==> src/inc/kbc_host_port_defs.vh <==
// Constants for the keyboard controller host data port.
// Assumes inclusion by the port's design file only.
`ifndef KBC_HOST_PORT_DEFS_VH
`define KBC_HOST_PORT_DEFS_VH

`define DATA_ADDR_DEFAULT 16'h0060
`define CMD_ADDR_DEFAULT 16'h0064
`define CMD_SELECT_BIT 2
`define STAT_OUTPUT_FULL 0
`define STAT_INPUT_FULL 1
`define STAT_USER_FLAG_ZERO 2
`define STAT_COMMAND_DATA 3
`define STAT_USER_HI_LSB 4
`define STATE_DIVIDE 3
`define STATES_PER_INSTR 5
`define CLOCKS_PER_INSTR 15
// Last value of each divider count, sized to its counter
`define STATE_COUNT_LAST 2'h2
`define PHASE_COUNT_LAST 3'h4
`define STATUS_RESET 8'h00

`endif

==> src/hw/kbc_host_data_port.v <==
// Host data port of an embedded keyboard controller: host byte buffers,
// status register, interrupt latch and instruction-cycle timing.
// Assumes host strobes arrive asynchronously on pins; firmware side is on i_clock.
//
// Operation
// - The port answers at the data address with bit 2 low and at the command address with bit 2 high.
// - Software may relocate both port addresses after reset.
// - A host data read returns the controller-to-host byte, a command read returns status.
// - A host write to either port address loads the host-to-controller byte and records address bit 2 as the command flag.
// - The command flag sits in status bit 3; set means command, clear means data.
// - Firmware writing the controller-to-host byte sets status bit 0.
// - A host read of the data address clears status bit 0.
// - Each host write sets status bit 1 and may raise the firmware input interrupt when enabled.
// - The firmware input-read instruction clears status bit 1.
// - Status bit 2 is cleared or toggled only by firmware.
// - Status bits 7 to 4 are written only by firmware.
// - Status is read-only to the host.
// - The clock is divided by 3 into states and by 5 into 15-clock instruction cycles.
// - Instructions take one or two instruction cycles.
// - In latched mode a rising interrupt request is held until the host reads the data address.
`timescale 1ns/1ps
`default_nettype none
`include "kbc_host_port_defs.vh"

module kbc_host_data_port #(
  parameter ADDR_WIDTH = 16
) (
  // Clock, reset, enable
  input wire i_clock,
  input wire i_reset,
  input wire i_clock_enable,
  // Host I/O pins
  input wire [ADDR_WIDTH-1:0] i_host_addr,
  input wire i_host_read_n,
  input wire i_host_write_n,
  input wire [7:0] i_host_wdata,
  output reg [7:0] o_host_rdata,
  output reg o_host_rdata_oe,
  // Address relocation
  input wire i_addr_load,
  input wire [ADDR_WIDTH-1:0] i_data_addr,
  input wire [ADDR_WIDTH-1:0] i_cmd_addr,
  // Firmware side
  input wire i_fw_out_write,
  input wire [7:0] i_fw_out_data,
  input wire i_fw_read_input,
  input wire i_fw_flag0_clear,
  input wire i_fw_flag0_toggle,
  input wire i_fw_user_write,
  input wire [3:0] i_fw_user_data,
  input wire i_fw_ibf_int_enable,
  input wire i_fw_two_cycle,
  output reg [7:0] o_fw_in_data,
  output reg o_fw_ibf_int,
  output reg [7:0] o_status,
  // Instruction timing
  output reg o_state_strobe,
  output reg o_instr_strobe,
  output reg o_instr_done,
  // Interrupt request routing
  input wire i_irq_request,
  input wire i_irq_latched_mode,
  output reg o_host_irq
);

  reg [ADDR_WIDTH-1:0] addr_s1_q;
  reg [ADDR_WIDTH-1:0] addr_s2_q;
  reg [7:0] wdata_s1_q;
  reg [7:0] wdata_s2_q;
  reg rd_s1_q;
  reg rd_s2_q;
  reg rd_s3_q;
  reg wr_s1_q;
  reg wr_s2_q;
  reg wr_s3_q;
  reg [ADDR_WIDTH-1:0] data_addr_q;
  reg [ADDR_WIDTH-1:0] cmd_addr_q;
  reg [7:0] out_data_q;
  reg output_full_flag_q;
  reg input_full_flag_q;
  reg user_flag_zero_q;
  reg command_data_flag_q;
  reg [3:0] user_flags_q;
  reg [1:0] state_cnt_q;
  reg [2:0] phase_cnt_q;
  reg second_cycle_q;
  reg irq_prev_q;
  reg irq_latch_q;

  wire rd_active;
  wire wr_active;
  wire wr_start;
  wire rd_end;
  wire hit_data;
  wire hit_cmd;
  wire host_data_read;
  wire host_write;
  wire state_tick;
  wire instr_tick;
  wire [7:0] status_now;
  wire irq_rise;

  // Decode: the bit-2 level must agree with the matched address
  function addr_match;
    input [ADDR_WIDTH-1:0] addr;
    input [ADDR_WIDTH-1:0] base;
    begin
      addr_match = (addr == base);
    end
  endfunction

  assign rd_active = rd_s2_q;
  assign wr_active = wr_s2_q;
  // One write per strobe: act on the first synced low sample only
  assign wr_start = wr_s2_q && !wr_s3_q;
  // Clear on strobe release so the host samples the byte before the flag drops
  assign rd_end = !rd_s2_q && rd_s3_q;
  // Full-address match plus the bit-2 level keeps aliases out
  assign hit_data = addr_match(addr_s2_q, data_addr_q) && !addr_s2_q[`CMD_SELECT_BIT];
  assign hit_cmd = addr_match(addr_s2_q, cmd_addr_q) && addr_s2_q[`CMD_SELECT_BIT];
  assign host_data_read = rd_end && hit_data;
  assign host_write = wr_start && (hit_data || hit_cmd);
  assign state_tick = (state_cnt_q == `STATE_COUNT_LAST);
  assign instr_tick = state_tick && (phase_cnt_q == `PHASE_COUNT_LAST);
  // Requests count as edges only in latched mode
  assign irq_rise = i_irq_latched_mode && i_irq_request && !irq_prev_q;
  assign status_now = {user_flags_q, command_data_flag_q, user_flag_zero_q,
                       input_full_flag_q, output_full_flag_q};

  // Pin synchronisers
  always @(posedge i_clock) begin
    if (i_reset) begin
      addr_s1_q <= {ADDR_WIDTH{1'b0}};
      addr_s2_q <= {ADDR_WIDTH{1'b0}};
      wdata_s1_q <= 8'h00;
      wdata_s2_q <= 8'h00;
      rd_s1_q <= 1'b0;
      rd_s2_q <= 1'b0;
      rd_s3_q <= 1'b0;
      wr_s1_q <= 1'b0;
      wr_s2_q <= 1'b0;
      wr_s3_q <= 1'b0;
    end else if (i_clock_enable) begin
      addr_s1_q <= i_host_addr;
      addr_s2_q <= addr_s1_q;
      wdata_s1_q <= i_host_wdata;
      wdata_s2_q <= wdata_s1_q;
      rd_s1_q <= !i_host_read_n;
      rd_s2_q <= rd_s1_q;
      rd_s3_q <= rd_s2_q;
      wr_s1_q <= !i_host_write_n;
      wr_s2_q <= wr_s1_q;
      wr_s3_q <= wr_s2_q;
    end
  end

  // Port addresses
  // Relocation acts from the next strobe; a transfer in flight may miss
  always @(posedge i_clock) begin
    if (i_reset) begin
      data_addr_q <= `DATA_ADDR_DEFAULT;
      cmd_addr_q <= `CMD_ADDR_DEFAULT;
    end else if (i_clock_enable && i_addr_load) begin
      data_addr_q <= i_data_addr;
      cmd_addr_q <= i_cmd_addr;
    end
  end

  // Controller-to-host buffer; a firmware load beats a same-cycle host read
  always @(posedge i_clock) begin
    if (i_reset) begin
      out_data_q <= 8'h00;
      output_full_flag_q <= 1'b0;
    end else if (i_clock_enable) begin
      if (i_fw_out_write) begin
        out_data_q <= i_fw_out_data;
        output_full_flag_q <= 1'b1;
      end else if (host_data_read) begin
        output_full_flag_q <= 1'b0;
      end
    end
  end

  // Host-to-controller buffer; a host write beats a same-cycle firmware fetch
  always @(posedge i_clock) begin
    if (i_reset) begin
      o_fw_in_data <= 8'h00;
      input_full_flag_q <= 1'b0;
      command_data_flag_q <= 1'b0;
    end else if (i_clock_enable) begin
      if (host_write) begin
        o_fw_in_data <= wdata_s2_q;
        command_data_flag_q <= addr_s2_q[`CMD_SELECT_BIT];
        input_full_flag_q <= 1'b1;
      end else if (i_fw_read_input) begin
        input_full_flag_q <= 1'b0;
      end
    end
  end

  // Firmware-only flags; the host has no path into them
  always @(posedge i_clock) begin
    if (i_reset) begin
      user_flag_zero_q <= 1'b0;
      user_flags_q <= 4'h0;
    end else if (i_clock_enable) begin
      if (i_fw_flag0_clear) begin
        user_flag_zero_q <= 1'b0;
      end else if (i_fw_flag0_toggle) begin
        user_flag_zero_q <= !user_flag_zero_q;
      end
      if (i_fw_user_write) begin
        user_flags_q <= i_fw_user_data;
      end
    end
  end

  // Status copy and firmware input interrupt, one clock behind the flags
  // Interrupt follows the enable one clock later; it is not latched
  always @(posedge i_clock) begin
    if (i_reset) begin
      o_status <= `STATUS_RESET;
      o_fw_ibf_int <= 1'b0;
    end else if (i_clock_enable) begin
      o_status <= status_now;
      o_fw_ibf_int <= input_full_flag_q && i_fw_ibf_int_enable;
    end
  end

  // Host read path; status has no host write path
  always @(posedge i_clock) begin
    if (i_reset) begin
      o_host_rdata <= 8'h00;
      o_host_rdata_oe <= 1'b0;
    end else if (i_clock_enable) begin
      o_host_rdata_oe <= rd_active && (hit_data || hit_cmd);
      if (hit_data) begin
        o_host_rdata <= out_data_q;
      end else if (hit_cmd) begin
        o_host_rdata <= status_now;
      end
    end
  end

  // State divider: free-running, no phase tie to host accesses
  always @(posedge i_clock) begin
    if (i_reset) begin
      state_cnt_q <= 2'd0;
      o_state_strobe <= 1'b0;
    end else if (i_clock_enable) begin
      state_cnt_q <= state_tick ? 2'd0 : state_cnt_q + 2'd1;
      o_state_strobe <= state_tick;
    end
  end

  // Instruction cycles; a two-cycle instruction ends on every second strobe
  always @(posedge i_clock) begin
    if (i_reset) begin
      phase_cnt_q <= 3'd0;
      second_cycle_q <= 1'b0;
      o_instr_strobe <= 1'b0;
      o_instr_done <= 1'b0;
    end else if (i_clock_enable) begin
      if (state_tick) begin
        phase_cnt_q <= instr_tick ? 3'd0 : phase_cnt_q + 3'd1;
      end
      o_instr_strobe <= instr_tick;
      o_instr_done <= 1'b0;
      if (instr_tick) begin
        if (i_fw_two_cycle && !second_cycle_q) begin
          second_cycle_q <= 1'b1;
        end else begin
          second_cycle_q <= 1'b0;
          o_instr_done <= 1'b1;
        end
      end
    end
  end

  // Host interrupt request: pass or latch
  always @(posedge i_clock) begin
    if (i_reset) begin
      irq_prev_q <= 1'b0;
      irq_latch_q <= 1'b0;
      o_host_irq <= 1'b0;
    end else if (i_clock_enable) begin
      irq_prev_q <= i_irq_request;
      // Leaving latched mode drops a held request so it cannot reappear later
      if (irq_rise) begin
        irq_latch_q <= 1'b1;
      end else if (host_data_read || !i_irq_latched_mode) begin
        irq_latch_q <= 1'b0;
      end
      // host may poll bit 0 instead of using this line
      if (i_irq_latched_mode) begin
        o_host_irq <= irq_latch_q || irq_rise;
      end else begin
        o_host_irq <= i_irq_request;
      end
    end
  end

endmodule // kbc_host_data_port

`default_nettype wire

==> config.mk <==
export PLATFORM = sky130hd
export DESIGN_NAME = kbc_host_data_port
export DESIGN_NICKNAME = d
export VERILOG_FILES = /design/src/hw/kbc_host_data_port.v
export VERILOG_INCLUDE_DIRS = /design/src /design/src/inc
export SDC_FILE = /design/constraint.sdc
export NUM_CORES = 1
export LEC_CHECK = 0
export BUFFER_PORTS_ARGS = -buffer_cell sky130_fd_sc_hd__buf_4
export CAP_MARGIN = 10
export CORE_MARGIN = 2
export CORE_UTILIZATION = 56
export CTS_BUF_LIST = sky130_fd_sc_hd__clkbuf_2
export CTS_CLUSTER_SIZE = 10
export DETAILED_ROUTE_END_ITERATION = 12
export MAX_ROUTING_LAYER = met4
export PLACE_DENSITY = 0.79
export SLEW_MARGIN = 20
export SYNTH_ARGS = -nofsm -noshare
export SYNTH_HDL_FRONTEND = slang
export SYNTH_SLANG_ARGS = --single-unit
==> constraint.sdc <==
create_clock -name i_clock -period 2.01 [get_ports i_clock]
set_input_delay 0.1005 -clock i_clock [delete_from_list [all_inputs] [get_ports i_clock]]
set_output_delay 0.1005 -clock i_clock [all_outputs]
set_load 0.05 [all_outputs]
### After elaboration in Yosys (flattened, before gate mapping)

Cells that the tools add are included.

| word-level totals | value |
|---|---|
| logic and storage cells | 94 |
| register bits | 140 |
| output and inout port bits | 30 |
| input bits | 83 |

| operators by class | value |
|---|---|
| muxes and demuxes | 16 |
| equal/unequal tests | 4 |
| reductions and logical operators | 40 |
| add/sub/neg operators | 2 |

Operators by type and width:

| operator | count |
|---|---|
| $eq 16x16->1 | 2 |
| $reduce_and 2->1 | 10 |
| $mux 8 | 2 |
| $logic_and 1x1->1 | 13 |
| $mux 1 | 12 |
| $reduce_bool 2->1 | 5 |
| $logic_not 1->1 | 9 |
| $add 3x1->3 const B | 1 |
| $eq 3x3->1 const B | 1 |
| $logic_or 1x1->1 | 3 |
| $mux 3 | 1 |
| $add 2x1->2 const B | 1 |
| $eq 2x2->1 const B | 1 |
| $mux 2 | 1 |

### Depth between registers and ports, before layout

| depth | value |
|---|---|
| depth in word-level cells | 6 |
| gate-level depth with buffers | 8 |
| gate-level depth less buffers | 6 |

### Least setup slack after synthesis

OpenSTA, ideal clock, no wires.

| path | value |
|---|---|
| kind | reg-to-reg |
| start point | reg addr_s2_q[0] |
| end point | reg o_host_rdata[6] |
| path buffers | 2 |
| arrival time | 1,517 ps |
| period minus slack after synthesis | 1,598 ps |
| cell stages (with the launch flop) | 9 |
| library setup time | 81 ps |
| slack | 412 ps |
| data required time | 1,929 ps |
| cell sequence | dfxtp_1 -> xnor2_1 -> nand4_1 -> nor4_2 -> a32o_2 -> buf_6 -> buf_6 -> nor2_1 -> a211oi_2 |

| on the way | value |
|---|---|
| word-level cells in the longest chain between the ends | 4 |
| elaborated cells between the ends (all ways) | 7 |
| those cells by class | eq/ne (2); mux (1); reduce/logical (4) |

RTL lines:

| what | line | RTL |
|---|---|---|
| from (decl) | kbc_host_data_port.v:67 | `reg [ADDR_WIDTH-1:0] addr_s2_q;` |
| from (signal assigned) | kbc_host_data_port.v:134 | `addr_s2_q <= {ADDR_WIDTH{1'b0}};` |
| from (signal assigned) | kbc_host_data_port.v:145 | `addr_s2_q <= addr_s1_q;` |
| $eq 16x16->1 | kbc_host_data_port.v:108 | `addr_match = (addr == base);` |
| $logic_and 1x1->1 (on tied branches) | kbc_host_data_port.v:119, kbc_host_data_port.v:120 |  |
| $reduce_bool 2->1 (no source line) | -- |  |
| $reduce_and 2->1 (no source line) | -- |  |
| to (signal assigned) | kbc_host_data_port.v:238 | `o_host_rdata <= out_data_q;` |
| to (signal assigned) | kbc_host_data_port.v:240 | `o_host_rdata <= status_now;` |
| to (decl) | kbc_host_data_port.v:37 | `output reg [7:0] o_host_rdata,` |

Several ways; a longest one is shown, not always the timed one.
A chain may end at the register's enable or synchronous reset.

### Final worst setup path

| path | value |
|---|---|
| start point | reg data_addr_q[3] |
| end point | reg o_host_rdata[7] |

| on the way | value |
|---|---|
| word-level cells in the longest chain between the ends | 4 |
| elaborated cells between the ends (all ways) | 5 |
| those cells by class | eq/ne (1); mux (1); reduce/logical (3) |

RTL lines:

| what | line | RTL |
|---|---|---|
| from (decl) | kbc_host_data_port.v:76 | `reg [ADDR_WIDTH-1:0] data_addr_q;` |
| from (signal assigned) | kbc_host_data_port.v:161 | `` data_addr_q <= `DATA_ADDR_DEFAULT; `` |
| from (signal assigned) | kbc_host_data_port.v:164 | `data_addr_q <= i_data_addr;` |
| $eq 16x16->1 * | kbc_host_data_port.v:108 |  |
| $logic_and 1x1->1 * | kbc_host_data_port.v:119 | `` assign hit_data = addr_match(addr_s2_q, data_addr_q) && !addr_s2_q[`CMD_SELECT_BIT]; `` |
| $reduce_bool 2->1 (no source line) | -- |  |
| $reduce_and 2->1 (no source line) | -- |  |

Mark *: on every way between the ends. The rest lies on a longest branch, timed or not.

==> impl_metrics.env <==
export IMPL_worst_clock_skew_ns=0.0243
export IMPL_period_minus_slack_ns=2.15
export IMPL_drt_iter0_markers=491
export IMPL_hold_class="input port to register"
export IMPL_wl_per_cell_um=20.7
export IMPL_worstRegToRegCells=7
export IMPL_cts_inserted_buffers=17
export IMPL_avgSynthCellArea_um2=9.15
export IMPL_power_leakage_nw=3.57
export IMPL_gp_congestion=0.824
export IMPL_worstPathArrival_ns=2.77
export IMPL_synth_top_family_by_area="simple AND/OR/NAND/NOR gates"
export IMPL_floorplan_io_pins=113
export IMPL_cap_violations=0
export IMPL_area_growth_pct=54.3
export IMPL_p_int_mw=4.20
export IMPL_route_vias_total=5921
export IMPL_worst_slew_pin_transition_ns=0.522
export IMPL_cts_sinks=140
export IMPL_synth_compound_area_share=0.0945
export IMPL_final_core_util=0.880
export IMPL_synth_edf_count=0
export IMPL_nets=956
export IMPL_maxSlewHeadroom=0.652
export IMPL_cts_root_buf="clkbuf_2"
export IMPL_finalCritPeriodShare=1.07
export IMPL_synthAdderAreaFrac=0.00455
export IMPL_worst_slack_ns=-0.140
export IMPL_synth_area_um2=5500
export IMPL_ant_nets=0
export IMPL_seq_area_frac_synth=0.510
export IMPL_cp_data_required_time_ns=2.63
export IMPL_synth_top_area_frac=0.510
export IMPL_start_util=0.570
export IMPL_core_um2=9640
export IMPL_synth_most_common_cell="dfxtp_1"
export IMPL_synthMuxAreaShare=0.127
export IMPL_grt_pass1_vias=5861
export IMPL_dpl_hpwl_mm=9.19
export IMPL_clkPwrFrac=0.332
export IMPL_dieHeight_um=103
export IMPL_final_hold_violation_count=0
export IMPL_regToRegSetupSlack_ns=-0.14
export IMPL_yosysUniqueCellTypes=35
export IMPL_regToRegStartpoint="data_addr_q[3]$_SDFFE_PP0P_"
export IMPL_viasPerCell=5.82
export IMPL_holdPathStages=4
export IMPL_switching_power_mw=1.61
export IMPL_synth_nets=686
export IMPL_synthCells=601
export IMPL_yosysWarningCount=0
export IMPL_cts_tree="done"
export IMPL_grt_remaining_overflow=0
export IMPL_fp_row_count=36
export IMPL_grt_usage=0.377
export IMPL_synth_top_area_cell="dfxtp_1"
export IMPL_status="finished, violations left"
export IMPL_die_x_um=103
export IMPL_worst_hold_slack_ns=0.0702
export IMPL_cts_buffer_depth=2
export IMPL_final_layout_size_suffix_gt1_frac=0.222
export IMPL_failed_checks="negative setup slack"
export IMPL_slew_violations=0
export IMPL_finalSetupViolCount=12
export IMPL_first_pass_iters=7
export IMPL_power_frac_comb=0.154
export IMPL_fmax_ghz=0.465
export IMPL_min_to="wdata_s1_q[3]$_SDFFE_PP0P_"
export IMPL_power_share_switching=0.277
export IMPL_powerDensity_nw_per_um2=684
export IMPL_timing_critical_path_to_type="register"
export IMPL_antenna_found_initial=1
export IMPL_r2r_end="o_host_rdata[7]$_SDFFE_PP0P_"
export IMPL_synthTopCellsByCount="dfxtp_1 (140), nand2_1 (94), nor2_1 (84)"
export IMPL_synth_ff_type="dfxtp_1"
export IMPL_grt_first_pass_wirelength_mm=29.3
export IMPL_rsz0062_at_grt="true"
export IMPL_path_clk_slew_ns=0.22
export IMPL_die_area_um2=10600
export IMPL_worstSkewPairLatency_ns=0.71
export IMPL_synthTopCellsByArea="dfxtp_1 (51%), mux2i_1 (13%), nand2_1 (6.4%)"
export IMPL_port_buffers=112
export IMPL_critPathLaunchType="register"
export IMPL_postSynth_asyncResetShare=0
export IMPL_wirelength_mm=21.1
export IMPL_ys_seq_elements=140
export IMPL_drc=0
export IMPL_yosys_area_share_simple=0.177
export IMPL_crit_type="register to register"
export IMPL_htree_levels=4
export IMPL_vdd_drop_max_mv=0.652
export IMPL_hp_start="i_clock_enable"
export IMPL_synth_xor_area_share=0.0510
export IMPL_grt_start_max_net_pins=52
export IMPL_seqPwrFrac=0.514
export IMPL_path_max_fanout=16
export IMPL_dp_slack_ns=0.0376
routing by layer:
layer | up-vias | global-route usage | part of all wire
met3 | 167 | 0.0841 | 0.076
met2 | 433 | 0.664 | 0.50
li1 | 2559 | - | -
met5 | - | - | 0
met4 | 0 | 0.207 | 0.080
met1 | 2762 | 0.386 | 0.35
final cells by class:
class                           instances  area [um2]
Inverter                                4        15.0
Timing Repair Buffer                  290        2630
Tap cell                              133         166
Multi-Input combinational cell        418        2560
Sequential cell                       140        2820
Clock inverter                         13         194
Clock buffer                           19        95.1
Fill cell                             426        1160
Antenna cell                            1        2.50
worst max-delay path, cell delays in order (launching register included):
cell and delay, ns:
dfxtp_1 0.37, xnor2_1 0.26, nand4_1 0.20, nor4_4 0.45, a32o_2 0.26, buf_12 0.18, nor2_1 0.09, a211oi_2 0.26
per-stage QoR:
step                      instances  instance area (um2)  power, mW  setup TNS, ns
after CTS                      1011                 8340       5.64              0
after detailed placement        820                 6450       3.58              0
after global placement          820                 6450       3.56              0
final                          1018                 8480       5.80         -0.652
after floorplan                 601                 5500       3.34              0
after global routing           1018                 8480       5.96          -3.27
state kept, by name, summed over array words and instances (netlist names), 2 cells and up:
| register | cells |
|---|---|
| data_addr_q | 16 |
| o_host_rdata | 8 |
| state_cnt_q | 2 |
| phase_cnt_q | 3 |
| addr_s2_q | 16 |
| user_flags_q | 4 |
| o_status | 8 |
| cmd_addr_q | 16 |
| wdata_s1_q | 8 |
| addr_s1_q | 16 |
| out_data_q | 8 |
| wdata_s2_q | 8 |
| o_fw_in_data | 8 |
worst max path at each step:
| stage | from | to | cells past startpoint |
|---|---|---|---|
| after CTS | addr_s2_q[9]$_SDFFE_PP0P_ | o_fw_in_data[6]$_SDFFE_PP0P_ | 7 |
| after global placement | addr_s2_q[9]$_SDFFE_PP0P_ | o_fw_in_data[7]$_SDFFE_PP0P_ | 7 |
| after floorplan | addr_s2_q[0]$_SDFFE_PP0P_ | o_host_rdata[6]$_SDFFE_PP0P_ | 8 |
| after global routing | cmd_addr_q[9]$_SDFFE_PP0P_ | o_host_rdata[7]$_SDFFE_PP0P_ | 7 |
| final | data_addr_q[3]$_SDFFE_PP0P_ | o_host_rdata[7]$_SDFFE_PP0P_ | 7 |
| after detailed placement | addr_s2_q[14]$_SDFFE_PP0P_ | o_fw_in_data[0]$_SDFFE_PP0P_ | 7 |
power by group through the flow:
stage	clock [mW]	combinational (mW)	sequential, mW
after floorplan	0	0.320	3.02
after global placement	0	0.544	3.02
after detailed placement	0	0.557	3.02
after global routing	2.03	0.936	2.99
final	1.93	0.892	2.98
after CTS	1.88	0.793	2.97
logic make-up (layout without fill, tap and decap cells):
kind of cell | after synthesis | count (layout)
DFF | 140 | 140
xor gates and xnor gates | 32 | 32
muxes | 70 | 70
other | 0 | 1
adders and majority gates | 2 | 2
AOI/OAI and AO/OA | 85 | 85
and+or+nand+nor | 229 | 229
buffers and inverters | 43 | 326
timing repair:
| item | in CTS | in global routing |
|---|---|---|
| hold buffers | 159 | 1 |
| cloned | 0 | 0 |
| endpoints found under the setup margin | 2 | 22 |
| hold endpoints to repair | 101 | 1 |
| buffers inserted | 0 | 7 |
| resized for setup | 1 | 26 |
| pin swaps | 0 | 5 |
layout by cell type (no fill, tap or decap), types with 4 or more instances in the layout:
cell type      Yosys  final
a211oi_2           8      8
a21oi_1           59     59
buf_12             0      4
buf_4              1    126
bufinv_16          0      4
clkbuf_2           0     19
clkinv_4           0      5
clkinvlp_4         0      4
dfxtp_1          140    129
dfxtp_2            0      9
dlygate4sd3_1      0    158
mux2i_1           70     69
nand2_1           94     94
nand3_1           24     24
nand3b_1           7      7
nand4_1            7      7
nor2_1            84     82
nor3_1             5      4
o21ai_1            9      9
xnor2_1           29     27
(Power assumes the default switching activity.)
